**src/rtl/ddr_regs.svh**
```systemverilog
// Purpose: constants for the channel descriptor register block
// Assumes: one descriptor is a quad of 32-bit words
// Notes: field positions refer to the control/chain word
`ifndef DDR_REGS_SVH
`define DDR_REGS_SVH

`define DDR_WORD_BITS 32
`define DDR_DESC_BITS 128
`define DDR_HALF_BITS 16
`define DDR_NUM_SLOTS 18
`define DDR_CODE_BITS 5
`define DDR_SLOT_BITS 5

// control/chain word fields
`define DDR_TYPE_HI 31
`define DDR_TYPE_LO 29
`define DDR_TWO_DIM_BIT 27
`define DDR_LEN_HI 26
`define DDR_LEN_LO 25
`define DDR_CHAINING_ENABLE_BIT 22
`define DDR_TGT_HI 21
`define DDR_TGT_LO 17
`define DDR_BLK_HI 16
`define DDR_BLK_LO 15
`define DDR_PTR_HI 14
`define DDR_PTR_LO 0
`define DDR_PTR_BITS 15
`define DDR_ADDR_BITS 17

// endpoint type codes
`define DDR_TYPE_OFF 3'h0
`define DDR_TYPE_LINK 3'h1
`define DDR_TYPE_INT 3'h2
`define DDR_TYPE_RSV0 3'h3
`define DDR_TYPE_EXT 3'h4
`define DDR_TYPE_FLY 3'h5
`define DDR_TYPE_BOOT 3'h6
`define DDR_TYPE_RSV1 3'h7

// operand length codes
`define DDR_LEN_RSV 2'h0
`define DDR_LEN_NORM 2'h1
`define DDR_LEN_LONG 2'h2
`define DDR_LEN_QUAD 2'h3

`define DDR_BLK_RSV 2'h3

// chain target codes
`define DDR_TGT_MEM_LAST 5'h07
`define DDR_TGT_LTX_FIRST 5'h08
`define DDR_TGT_LTX_LAST 5'h0b
`define DDR_TGT_LRX_FIRST 5'h10
`define DDR_TGT_LRX_LAST 5'h13
`define DDR_TGT_RF0 5'h16
`define DDR_TGT_RF1 5'h17
`define DDR_SLOT_LRX_FIRST 5'h0c
`define DDR_SLOT_RF0 5'h10
`define DDR_SLOT_RF1 5'h11

`endif

```
**src/rtl/ddr_pkg.sv**
```systemverilog
// Purpose: types for the channel descriptor register block
// Assumes: constants come from ddr_regs.svh
// Notes: word 0 (index) is the least significant word
`include "ddr_regs.svh"

package ddr_pkg;

  typedef struct packed {
    logic [`DDR_WORD_BITS-1:0] ctrl;
    logic [`DDR_WORD_BITS-1:0] y_word;
    logic [`DDR_WORD_BITS-1:0] x_word;
    logic [`DDR_WORD_BITS-1:0] index_word;
  } ddr_desc_s;

  typedef struct packed {
    logic active;
    logic done;
    logic error;
  } ddr_stat_s;

  typedef struct packed {
    logic [`DDR_WORD_BITS-1:0] index_word;
    logic [`DDR_HALF_BITS-1:0] x_count;
    logic [`DDR_HALF_BITS-1:0] x_modify;
    logic [`DDR_HALF_BITS-1:0] y_count;
    logic [`DDR_HALF_BITS-1:0] y_modify;
    logic [1:0] operand_length;
    logic two_dim_enable;
    logic [2:0] endpoint_type_field;
  } ddr_view_s;

  typedef enum logic [2:0] {
    DDR_ST_IDLE = 3'b001,
    DDR_ST_FETCH = 3'b010,
    DDR_ST_LOAD = 3'b100
  } ddr_state_e;

endpackage : ddr_pkg

```
**src/rtl/ddr_desc_regs.sv**
```systemverilog
// Purpose: per-channel transfer descriptor registers with chain loading
// Assumes: all inputs come from logic on clk_in; descriptors arrive whole
// Notes: slot 16/17 are the register-fed receive channels
// Summary of operation
// - each descriptor is 128 bits: index, x, y and control/chain words
// - descriptors are written only as whole aligned quad-words
// - loading type 000 clears status (a same-cycle completion still sets done), flushes request counters, resets channel
// - loading a live descriptor into an active channel raises an interrupt
// - index word is a full 32-bit address
// - in 1D, x word holds modify low and count high
// - in 2D, x count is row length, x modify element step
// - in 2D, y word holds row count and row-to-row modify
// - y word is ignored when two-dimensional mode is off
// - control word: transfer control in upper bits, chaining in lower
// - chain pointer bits 14:0 give next descriptor address bits 16:2
// - block select bits 16:15 choose block 0..2; code 11 reserved
// - target bits 21:17; link transmit from 01000, link receive from 10000
// - memory channel n: source code 2n, destination code 2n+1
// - target 10111 selects register-fed receive channel in slot 17
// - chaining enable fetches next descriptor into the target channel
// - type bits 31:29 encode endpoint; 011 and 111 reserved
// - operand length 01/10/11; 00 reserved; index aligned to operand size
// - control bit 27 selects two-dimensional addressing
`timescale 1ns/1ps
`default_nettype none
`include "ddr_regs.svh"

module ddr_desc_regs #(
  parameter int NUM_SLOTS = `DDR_NUM_SLOTS
) (
  input wire logic clk_in,
  input wire logic rst_in,
  input wire logic wr_in,
  input wire logic [`DDR_CODE_BITS-1:0] wr_code_in,
  input wire ddr_pkg::ddr_desc_s wr_desc_in,
  input wire logic [`DDR_CODE_BITS-1:0] rd_code_in,
  output ddr_pkg::ddr_desc_s rd_desc_out,
  output ddr_pkg::ddr_stat_s rd_status_out,
  input wire logic [`DDR_CODE_BITS-1:0] view_code_in,
  output ddr_pkg::ddr_view_s view_out,
  input wire logic [NUM_SLOTS-1:0] done_in,
  output logic fetch_req_out,
  output logic [1:0] fetch_block_out,
  output logic [`DDR_ADDR_BITS-1:0] fetch_addr_out,
  input wire logic fetch_ack_in,
  input wire ddr_pkg::ddr_desc_s fetch_desc_in,
  output logic [NUM_SLOTS-1:0] active_out,
  output logic [NUM_SLOTS-1:0] flush_out,
  output logic irq_out,
  output logic chain_busy_out
);
  import ddr_pkg::*;

  // chain target code to storage slot; invalid codes have no slot
  function automatic logic [`DDR_SLOT_BITS:0] code_to_slot(input logic [`DDR_CODE_BITS-1:0] code);
    logic [`DDR_SLOT_BITS:0] r;
    r = '0;
    if (code <= `DDR_TGT_MEM_LAST) begin
      r = {1'b1, code};
    end else if (code >= `DDR_TGT_LTX_FIRST && code <= `DDR_TGT_LTX_LAST) begin
      r = {1'b1, code};
    end else if (code >= `DDR_TGT_LRX_FIRST && code <= `DDR_TGT_LRX_LAST) begin
      r = {1'b1, `DDR_SLOT_BITS'(code - `DDR_TGT_LRX_FIRST + `DDR_SLOT_LRX_FIRST)};
    end else if (code == `DDR_TGT_RF0) begin
      r = {1'b1, `DDR_SLOT_RF0};
    end else if (code == `DDR_TGT_RF1) begin
      r = {1'b1, `DDR_SLOT_RF1};
    end
    return r;
  endfunction : code_to_slot

  ddr_desc_s desc_reg [NUM_SLOTS];
  logic [NUM_SLOTS-1:0] active_reg;
  logic [NUM_SLOTS-1:0] done_reg;
  logic [NUM_SLOTS-1:0] err_reg;
  logic [NUM_SLOTS-1:0] pend_reg;
  ddr_state_e st_reg;
  ddr_state_e st_next;
  ddr_desc_s hold_desc_reg;
  logic [`DDR_CODE_BITS-1:0] hold_code_reg;

  // load source: a host write takes the cycle, a held chain load waits
  wire chain_ld = (st_reg == DDR_ST_LOAD) && !wr_in;
  wire ld_en = wr_in || chain_ld;
  wire [`DDR_CODE_BITS-1:0] ld_code = wr_in ? wr_code_in : hold_code_reg;
  wire ddr_desc_s ld_desc = wr_in ? wr_desc_in : hold_desc_reg;
  wire [`DDR_SLOT_BITS:0] ld_map = code_to_slot(ld_code);
  wire ld_ok = ld_en && ld_map[`DDR_SLOT_BITS];
  wire [`DDR_SLOT_BITS-1:0] ld_slot = ld_map[`DDR_SLOT_BITS-1:0];

  // field decode of the word being loaded
  wire [2:0] ld_type = ld_desc.ctrl[`DDR_TYPE_HI:`DDR_TYPE_LO];
  wire [1:0] ld_len = ld_desc.ctrl[`DDR_LEN_HI:`DDR_LEN_LO];
  wire [1:0] ld_blk = ld_desc.ctrl[`DDR_BLK_HI:`DDR_BLK_LO];
  wire ld_chaining_enable = ld_desc.ctrl[`DDR_CHAINING_ENABLE_BIT];
  wire [`DDR_SLOT_BITS:0] ld_tgt_map = code_to_slot(ld_desc.ctrl[`DDR_TGT_HI:`DDR_TGT_LO]);
  wire ld_off = (ld_type == `DDR_TYPE_OFF);
  wire ld_type_bad = (ld_type == `DDR_TYPE_RSV0) || (ld_type == `DDR_TYPE_RSV1);
  wire ld_len_bad = (ld_len == `DDR_LEN_RSV);
  // alignment counted in 32-bit word addresses
  wire ld_misalign = ((ld_len == `DDR_LEN_LONG) && ld_desc.index_word[0]) ||
                     ((ld_len == `DDR_LEN_QUAD) && (ld_desc.index_word[1:0] != 2'h0));
  wire ld_chain_bad = ld_chaining_enable && ((ld_blk == `DDR_BLK_RSV) || !ld_tgt_map[`DDR_SLOT_BITS]);
  wire ld_bad = !ld_off && (ld_type_bad || ld_len_bad || ld_misalign || ld_chain_bad);
  wire ld_live = !ld_off && !ld_bad;
  wire ld_irq = ld_ok && ld_live && active_reg[ld_slot];

  // completion events from the data mover
  wire [NUM_SLOTS-1:0] done_ev = done_in & active_reg;

  // lowest pending chain request wins
  logic [`DDR_SLOT_BITS-1:0] sel_slot;
  always_comb begin
    sel_slot = '0;
    for (int k = NUM_SLOTS - 1; k >= 0; k--) begin
      if (pend_reg[k]) begin
        sel_slot = `DDR_SLOT_BITS'(k);
      end
    end
  end
  wire pick = (st_reg == DDR_ST_IDLE) && (pend_reg != '0);
  wire ddr_desc_s sel_desc = desc_reg[sel_slot];

  genvar g;
  generate
    for (g = 0; g < NUM_SLOTS; g++) begin : g_slot
      wire hit = ld_ok && (ld_slot == g);
      wire chaining_enable_now = desc_reg[g].ctrl[`DDR_CHAINING_ENABLE_BIT];
      always_ff @(posedge clk_in) begin
        if (rst_in) begin
          desc_reg[g] <= '0;
          active_reg[g] <= 1'b0;
          done_reg[g] <= 1'b0;
          err_reg[g] <= 1'b0;
          pend_reg[g] <= 1'b0;
          flush_out[g] <= 1'b0;
        end else begin
          if (hit) begin
            desc_reg[g] <= ld_desc;
          end
          // a new live load wins over completion of the old descriptor
          active_reg[g] <= hit ? ld_live : (active_reg[g] && !done_ev[g]);
          // completion is set-wins against the clear done by a load
          done_reg[g] <= done_ev[g] || (done_reg[g] && !hit);
          err_reg[g] <= hit ? ld_bad : err_reg[g];
          pend_reg[g] <= (done_ev[g] && chaining_enable_now) || (pend_reg[g] && !(hit && ld_off) &&
                         !(pick && sel_slot == g));
          flush_out[g] <= hit && ld_off;
        end
      end
    end
  endgenerate

  // chain fetch sequencer
  always_comb begin
    st_next = st_reg;
    case (st_reg)
      DDR_ST_IDLE: begin
        if (pick) begin
          st_next = DDR_ST_FETCH;
        end
      end
      DDR_ST_FETCH: begin
        if (fetch_ack_in) begin
          st_next = DDR_ST_LOAD;
        end
      end
      DDR_ST_LOAD: begin
        if (!wr_in) begin
          st_next = DDR_ST_IDLE;
        end
      end
      default: st_next = DDR_ST_IDLE;
    endcase
  end

  always_ff @(posedge clk_in) begin
    if (rst_in) begin
      st_reg <= DDR_ST_IDLE;
      fetch_req_out <= 1'b0;
      fetch_block_out <= 2'h0;
      fetch_addr_out <= '0;
      hold_code_reg <= '0;
      hold_desc_reg <= '0;
    end else begin
      st_reg <= st_next;
      if (pick) begin
        fetch_req_out <= 1'b1;
        fetch_block_out <= sel_desc.ctrl[`DDR_BLK_HI:`DDR_BLK_LO];
        fetch_addr_out <= {sel_desc.ctrl[`DDR_PTR_HI:`DDR_PTR_LO], 2'h0};
        hold_code_reg <= sel_desc.ctrl[`DDR_TGT_HI:`DDR_TGT_LO];
      end else if (st_reg == DDR_ST_FETCH && fetch_ack_in) begin
        fetch_req_out <= 1'b0;
        hold_desc_reg <= fetch_desc_in;
      end
    end
  end

  // read and mover view ports
  wire [`DDR_SLOT_BITS:0] rd_map = code_to_slot(rd_code_in);
  wire [`DDR_SLOT_BITS:0] vw_map = code_to_slot(view_code_in);
  wire ddr_desc_s vw_desc = desc_reg[vw_map[`DDR_SLOT_BITS-1:0]];
  wire vw_2d = vw_desc.ctrl[`DDR_TWO_DIM_BIT];
  wire ddr_view_s vw_next = '{
    index_word: vw_desc.index_word,
    x_count: vw_desc.x_word[`DDR_WORD_BITS-1:`DDR_HALF_BITS],
    x_modify: vw_desc.x_word[`DDR_HALF_BITS-1:0],
    // a 1D transfer is one row with no row step
    y_count: vw_2d ? vw_desc.y_word[`DDR_WORD_BITS-1:`DDR_HALF_BITS] : `DDR_HALF_BITS'h1,
    y_modify: vw_2d ? vw_desc.y_word[`DDR_HALF_BITS-1:0] : `DDR_HALF_BITS'h0,
    operand_length: vw_desc.ctrl[`DDR_LEN_HI:`DDR_LEN_LO],
    two_dim_enable: vw_2d,
    endpoint_type_field: vw_desc.ctrl[`DDR_TYPE_HI:`DDR_TYPE_LO]
  };

  always_ff @(posedge clk_in) begin
    if (rst_in) begin
      rd_desc_out <= '0;
      rd_status_out <= '0;
      view_out <= '0;
      active_out <= '0;
      irq_out <= 1'b0;
      chain_busy_out <= 1'b0;
    end else begin
      rd_desc_out <= rd_map[`DDR_SLOT_BITS] ? desc_reg[rd_map[`DDR_SLOT_BITS-1:0]] : '0;
      rd_status_out <= rd_map[`DDR_SLOT_BITS] ? ddr_stat_s'{active: active_reg[rd_map[`DDR_SLOT_BITS-1:0]],
                       done: done_reg[rd_map[`DDR_SLOT_BITS-1:0]],
                       error: err_reg[rd_map[`DDR_SLOT_BITS-1:0]]} : '0;
      view_out <= vw_map[`DDR_SLOT_BITS] ? vw_next : '0;
      active_out <= active_reg;
      irq_out <= ld_irq;
      chain_busy_out <= (st_next != DDR_ST_IDLE);
    end
  end

  logic [`DDR_SLOT_BITS-1:0] ld_slot_q;
  logic ld_ok_q;
  ddr_desc_s ld_desc_q;
  always_ff @(posedge clk_in) begin
    ld_slot_q <= ld_slot;
    ld_ok_q <= ld_ok;
    ld_desc_q <= ld_desc;
  end
endmodule : ddr_desc_regs
`default_nettype wire

```
**config.mk**
```make
export PLATFORM = sky130hd
export DESIGN_NAME = ddr_desc_regs
export DESIGN_NICKNAME = d
export VERILOG_FILES = /design/src/rtl/ddr_pkg.sv /design/src/rtl/ddr_desc_regs.sv
export VERILOG_INCLUDE_DIRS = /design/src /design/src/rtl
export SDC_FILE = /design/constraint.sdc
export NUM_CORES = 2
export LEC_CHECK = 0
export BUFFER_PORTS_ARGS = -buffer_cell sky130_fd_sc_hd__buf_4
export CORE_MARGIN = 3
export CORE_UTILIZATION = 55
export CTS_BUF_LIST = sky130_fd_sc_hd__clkbuf_8
export DETAILED_ROUTE_END_ITERATION = 12
export PLACE_DENSITY_LB_ADDON = 0.05
export SYNTH_ARGS = -nofsm -noshare
export SYNTH_HDL_FRONTEND = slang
export SYNTH_SLANG_ARGS = --single-unit
```
**constraint.sdc**
```tcl
create_clock -name clk_in -period 21.3 [get_ports clk_in]
set_input_delay 4.26 -clock clk_in [delete_from_list [all_inputs] [get_ports clk_in]]
set_output_delay 4.26 -clock clk_in [all_outputs]
set_load 0.02 [all_outputs]
```
==> results.md <==
* Status: completed
* Synth top area cells: edfxtp_1 (52%), nand2_1 (7.5%), dfxtp_1 (7.5%)
* CP endpoint kind: register
* Max Cap Viol at 0
* Routability cong. at 0.929
* Vias post-DR at 109836
* Initial antenna violation count at 9
* Slew HR at 0.0670
* CTS tree: built
* Routed WL at 515 mm
* Critical path depth at 13
* Site Rows at 179
* Asr flop ratio synth at 0
* Post-route antenna net violation count at 0
* Max VDD drop at 54.8 uV
* Clock Skews at 0.0795 ns
* Hold Vio Cnt, Final at 0
* Clk_lat worst skew at 1.17 ns
* Mean post-synth cell area at 10.7 sq um
* Fillers at 19322
* Count of input and output buffers at 581
* Sequence of cells on the critical path: buf_8, o21ai_0, inv_1, ha_1, a21boi_4, and4bb_1, o31ai_4, nand2b_2, nor2_1, nand2_4, buf_4, buf_4, nor2_1
* RSZ-0062 raised after global routing: no
* Crit path kind: input pin to register
* Achievable frequency at 0.106 GHz
* Slowest CP cell: buf_4
* Full die area at 248000 sq um
* Cts bufs inserted at 469
* Largest net degree at the start of global routing at 158
* GRT Overall Usage at 0.405
* Via/cell ratio at 6.75
* PD cells at 84.6 nW/um^2
* Average routed wire per standard cell at 31.7 um
* Clk root buf: clkbuf_8
* Post-synthesis sequential area ratio at 0.594
* Crit path max fanout at 53
* Top-count cell post-synth: nand2_1
* Remaining global-route overflow at 0
* Placeable Area at 239000 sq um
* Die width at 498 um
* Final net count at 13005
* Buf/Inv on CP at 4
* Cell taking the most area after synthesis: edfxtp_1
* Synthesis-stage register bit count at 2801
* Drc violations at 0
* Top cells by count, synth: nand2_1 (2671), nor2_1 (2402), edfxtp_1 (2304)
* Max Buffers Root-to-Sink at 4
* Worst min-delay path category: register to register
* First-pass DRT Iterations at 11
* Clock Sinks at 2801
* Final core occ at 0.622
* Clock transition at path regs at 0.06 ns
* Initial core utilization at 0.556
* Max FFs per register at 2304
* First-pass GRT wire length at 737 mm
* Ys flop type: edfxtp_1
* Layout cells sized above 1 at 0.161
* Vias in the first global route at 107543
* Syn Inst Count at 12468
* Crit path time final at 9.40 ns
* P_leak at 54.9 nW
* Count of cell types in the netlist at 99
* Startpoint Class: input pin
* Setup Fix Bufs, Post-CTS at 0
* Worst r2r path cells at 12
* Max incr delay on CP at 0.93 ns
* CP top delay family: buffers and inverters
* Post-DP HPWL at 266 mm
* Total power at 12.6 mW
* Die H at 498 um
* Share of the synthesized area in the top cell type at 0.520
* Hold path depth at 2
* Post-synth EDFFs at 2304
* Hold buffers post-CTS at 0
* Worst EP arrival at 10.24 ns
* Area growth syn-to-layout at 11.8%
* Endpoints failing setup at 0
* Worst Max-Slew Pin Slew at 1.37 ns
* Period utilization at 0.441
* Yosys warning total at 0
* Iter 0 DRT Violations at 18230
* H-tree Lvls at 5
* CTS resizes at 0
* Worst R2R Setup Slack at 15.00 ns
* Setup tns final at 0 ns
* Ports at 584
* Synth Cell Area at 133000 sq um
* Critical Path RT at 22.13 ns
* Pins over their slew limit at 0
[layout make-up]
| class | count | area [sq um] | share of cell area |
|---|---|---|---|
| sequential | 2801 | 79100 | 0.532 |
| antenna | 5 | 12.5 | 0.0000840 |
| clock buffer | 545 | 7500 | 0.0504 |
| inverter | 37 | 140 | 0.000941 |
| multi-input combinational | 8492 | 49400 | 0.332 |
| timing repair buffer | 899 | 7110 | 0.0478 |
| tap | 3167 | 3960 | 0.0266 |
| clock inverter | 320 | 1590 | 0.0106 |
[layout by cell type, fill, tap and decap left out, types with 10 or more instances in the layout]
cell and n:
a31oi_1 267, edfxtp_1 2304, dfxtp_1 497, nand2_1 2647
a32oi_1 130, o21ai_0 154, nor2b_1 21, nor3_1 11
o22ai_1 79, nand4_1 257, o21ai_4 15, a22oi_1 24
inv_1 215, clkinv_1 60, a21oi_1 299, o221ai_1 71
mux2i_1 443, clkbuf_8 545, a31o_2 15, nor2_1 2394
or4_1 22, nand2_4 20, mux2i_2 12, nor4_1 28
ha_1 12, clkinv_2 62, a2111oi_2 28, mux4_2 406
o211ai_1 128, a221oi_1 13, nand3b_1 11, nand3_1 785
bufinv_16 10, buf_12 26, buf_4 870
[worst register-to-register path, stage by stage (launching register included)]
cell and delay, ns:
dfxtp_1 0.54, inv_1 0.10, o21ai_0 0.59, inv_1 0.19, ha_1 0.28, a21o_1 0.19, and2_1 0.24, a21oi_1 0.39
or2_1 0.52, or3_4 0.79, buf_4 0.98, buf_4 1.05, nor2_1 0.15
[report_power, final]
part | switching, mW | internal (mW)
clock network | 2.25 | 2.44
registers | 0.136 | 6.16
logic | 1.13 | 0.485
total | 3.51 | 9.09
[kinds of logic after synthesis]
kind of cell / after synthesis / share of synthesized area
adder cells (fa/ha/maj): 12 / 0.00113
flip-flops: 2801 / 0.594
other: 1 / 0.0000282
buffers and inverters: 1176 / 0.0392
multiplexers: 873 / 0.104
AND/OR/NAND/NOR: 6300 / 0.194
AO/OA/AOI/OAI: 1305 / 0.0668
[path summary, 6_finish.rpt]
check                                                     start                               to
worst max-delay path                                      wr_in    desc_reg[0][49]$_SDFFCE_PN0P_
worst min-delay path            hold_desc_reg[110]$_SDFFE_PP0P_  hold_desc_reg[110]$_SDFFE_PP0P_
worst max register to register    hold_code_reg[3]$_SDFFE_PP0P_   desc_reg[10][79]$_SDFFCE_PN0P_
worst min register to register  hold_desc_reg[110]$_SDFFE_PP0P_  hold_desc_reg[110]$_SDFFE_PP0P_
[metrics by stage]
step	instance area [sq um]	hold slack [ns]	instances	setup WS (ns)
floorplan	133000	0.436	12469	5.13
global placement	140000	0.442	15395	10.80
detailed placement	140000	0.446	15395	10.75
CTS	149000	0.453	16260	12.02
global route	149000	0.466	16263	11.45
finish	149000	0.451	16266	11.90
[layer usage]
| metal | GRT usage | vias to the layer above | part of all wire |
|---|---|---|---|
| met5 | 0 | - | 0.000076 |
| met2 | 0.625 | 9392 | 0.45 |
| met4 | 0.232 | 6 | 0.067 |
| li1 | - | 45109 | - |
| met3 | 0.0993 | 2029 | 0.14 |
| met1 | 0.525 | 53300 | 0.35 |
(Power assumes the default switching activity.)
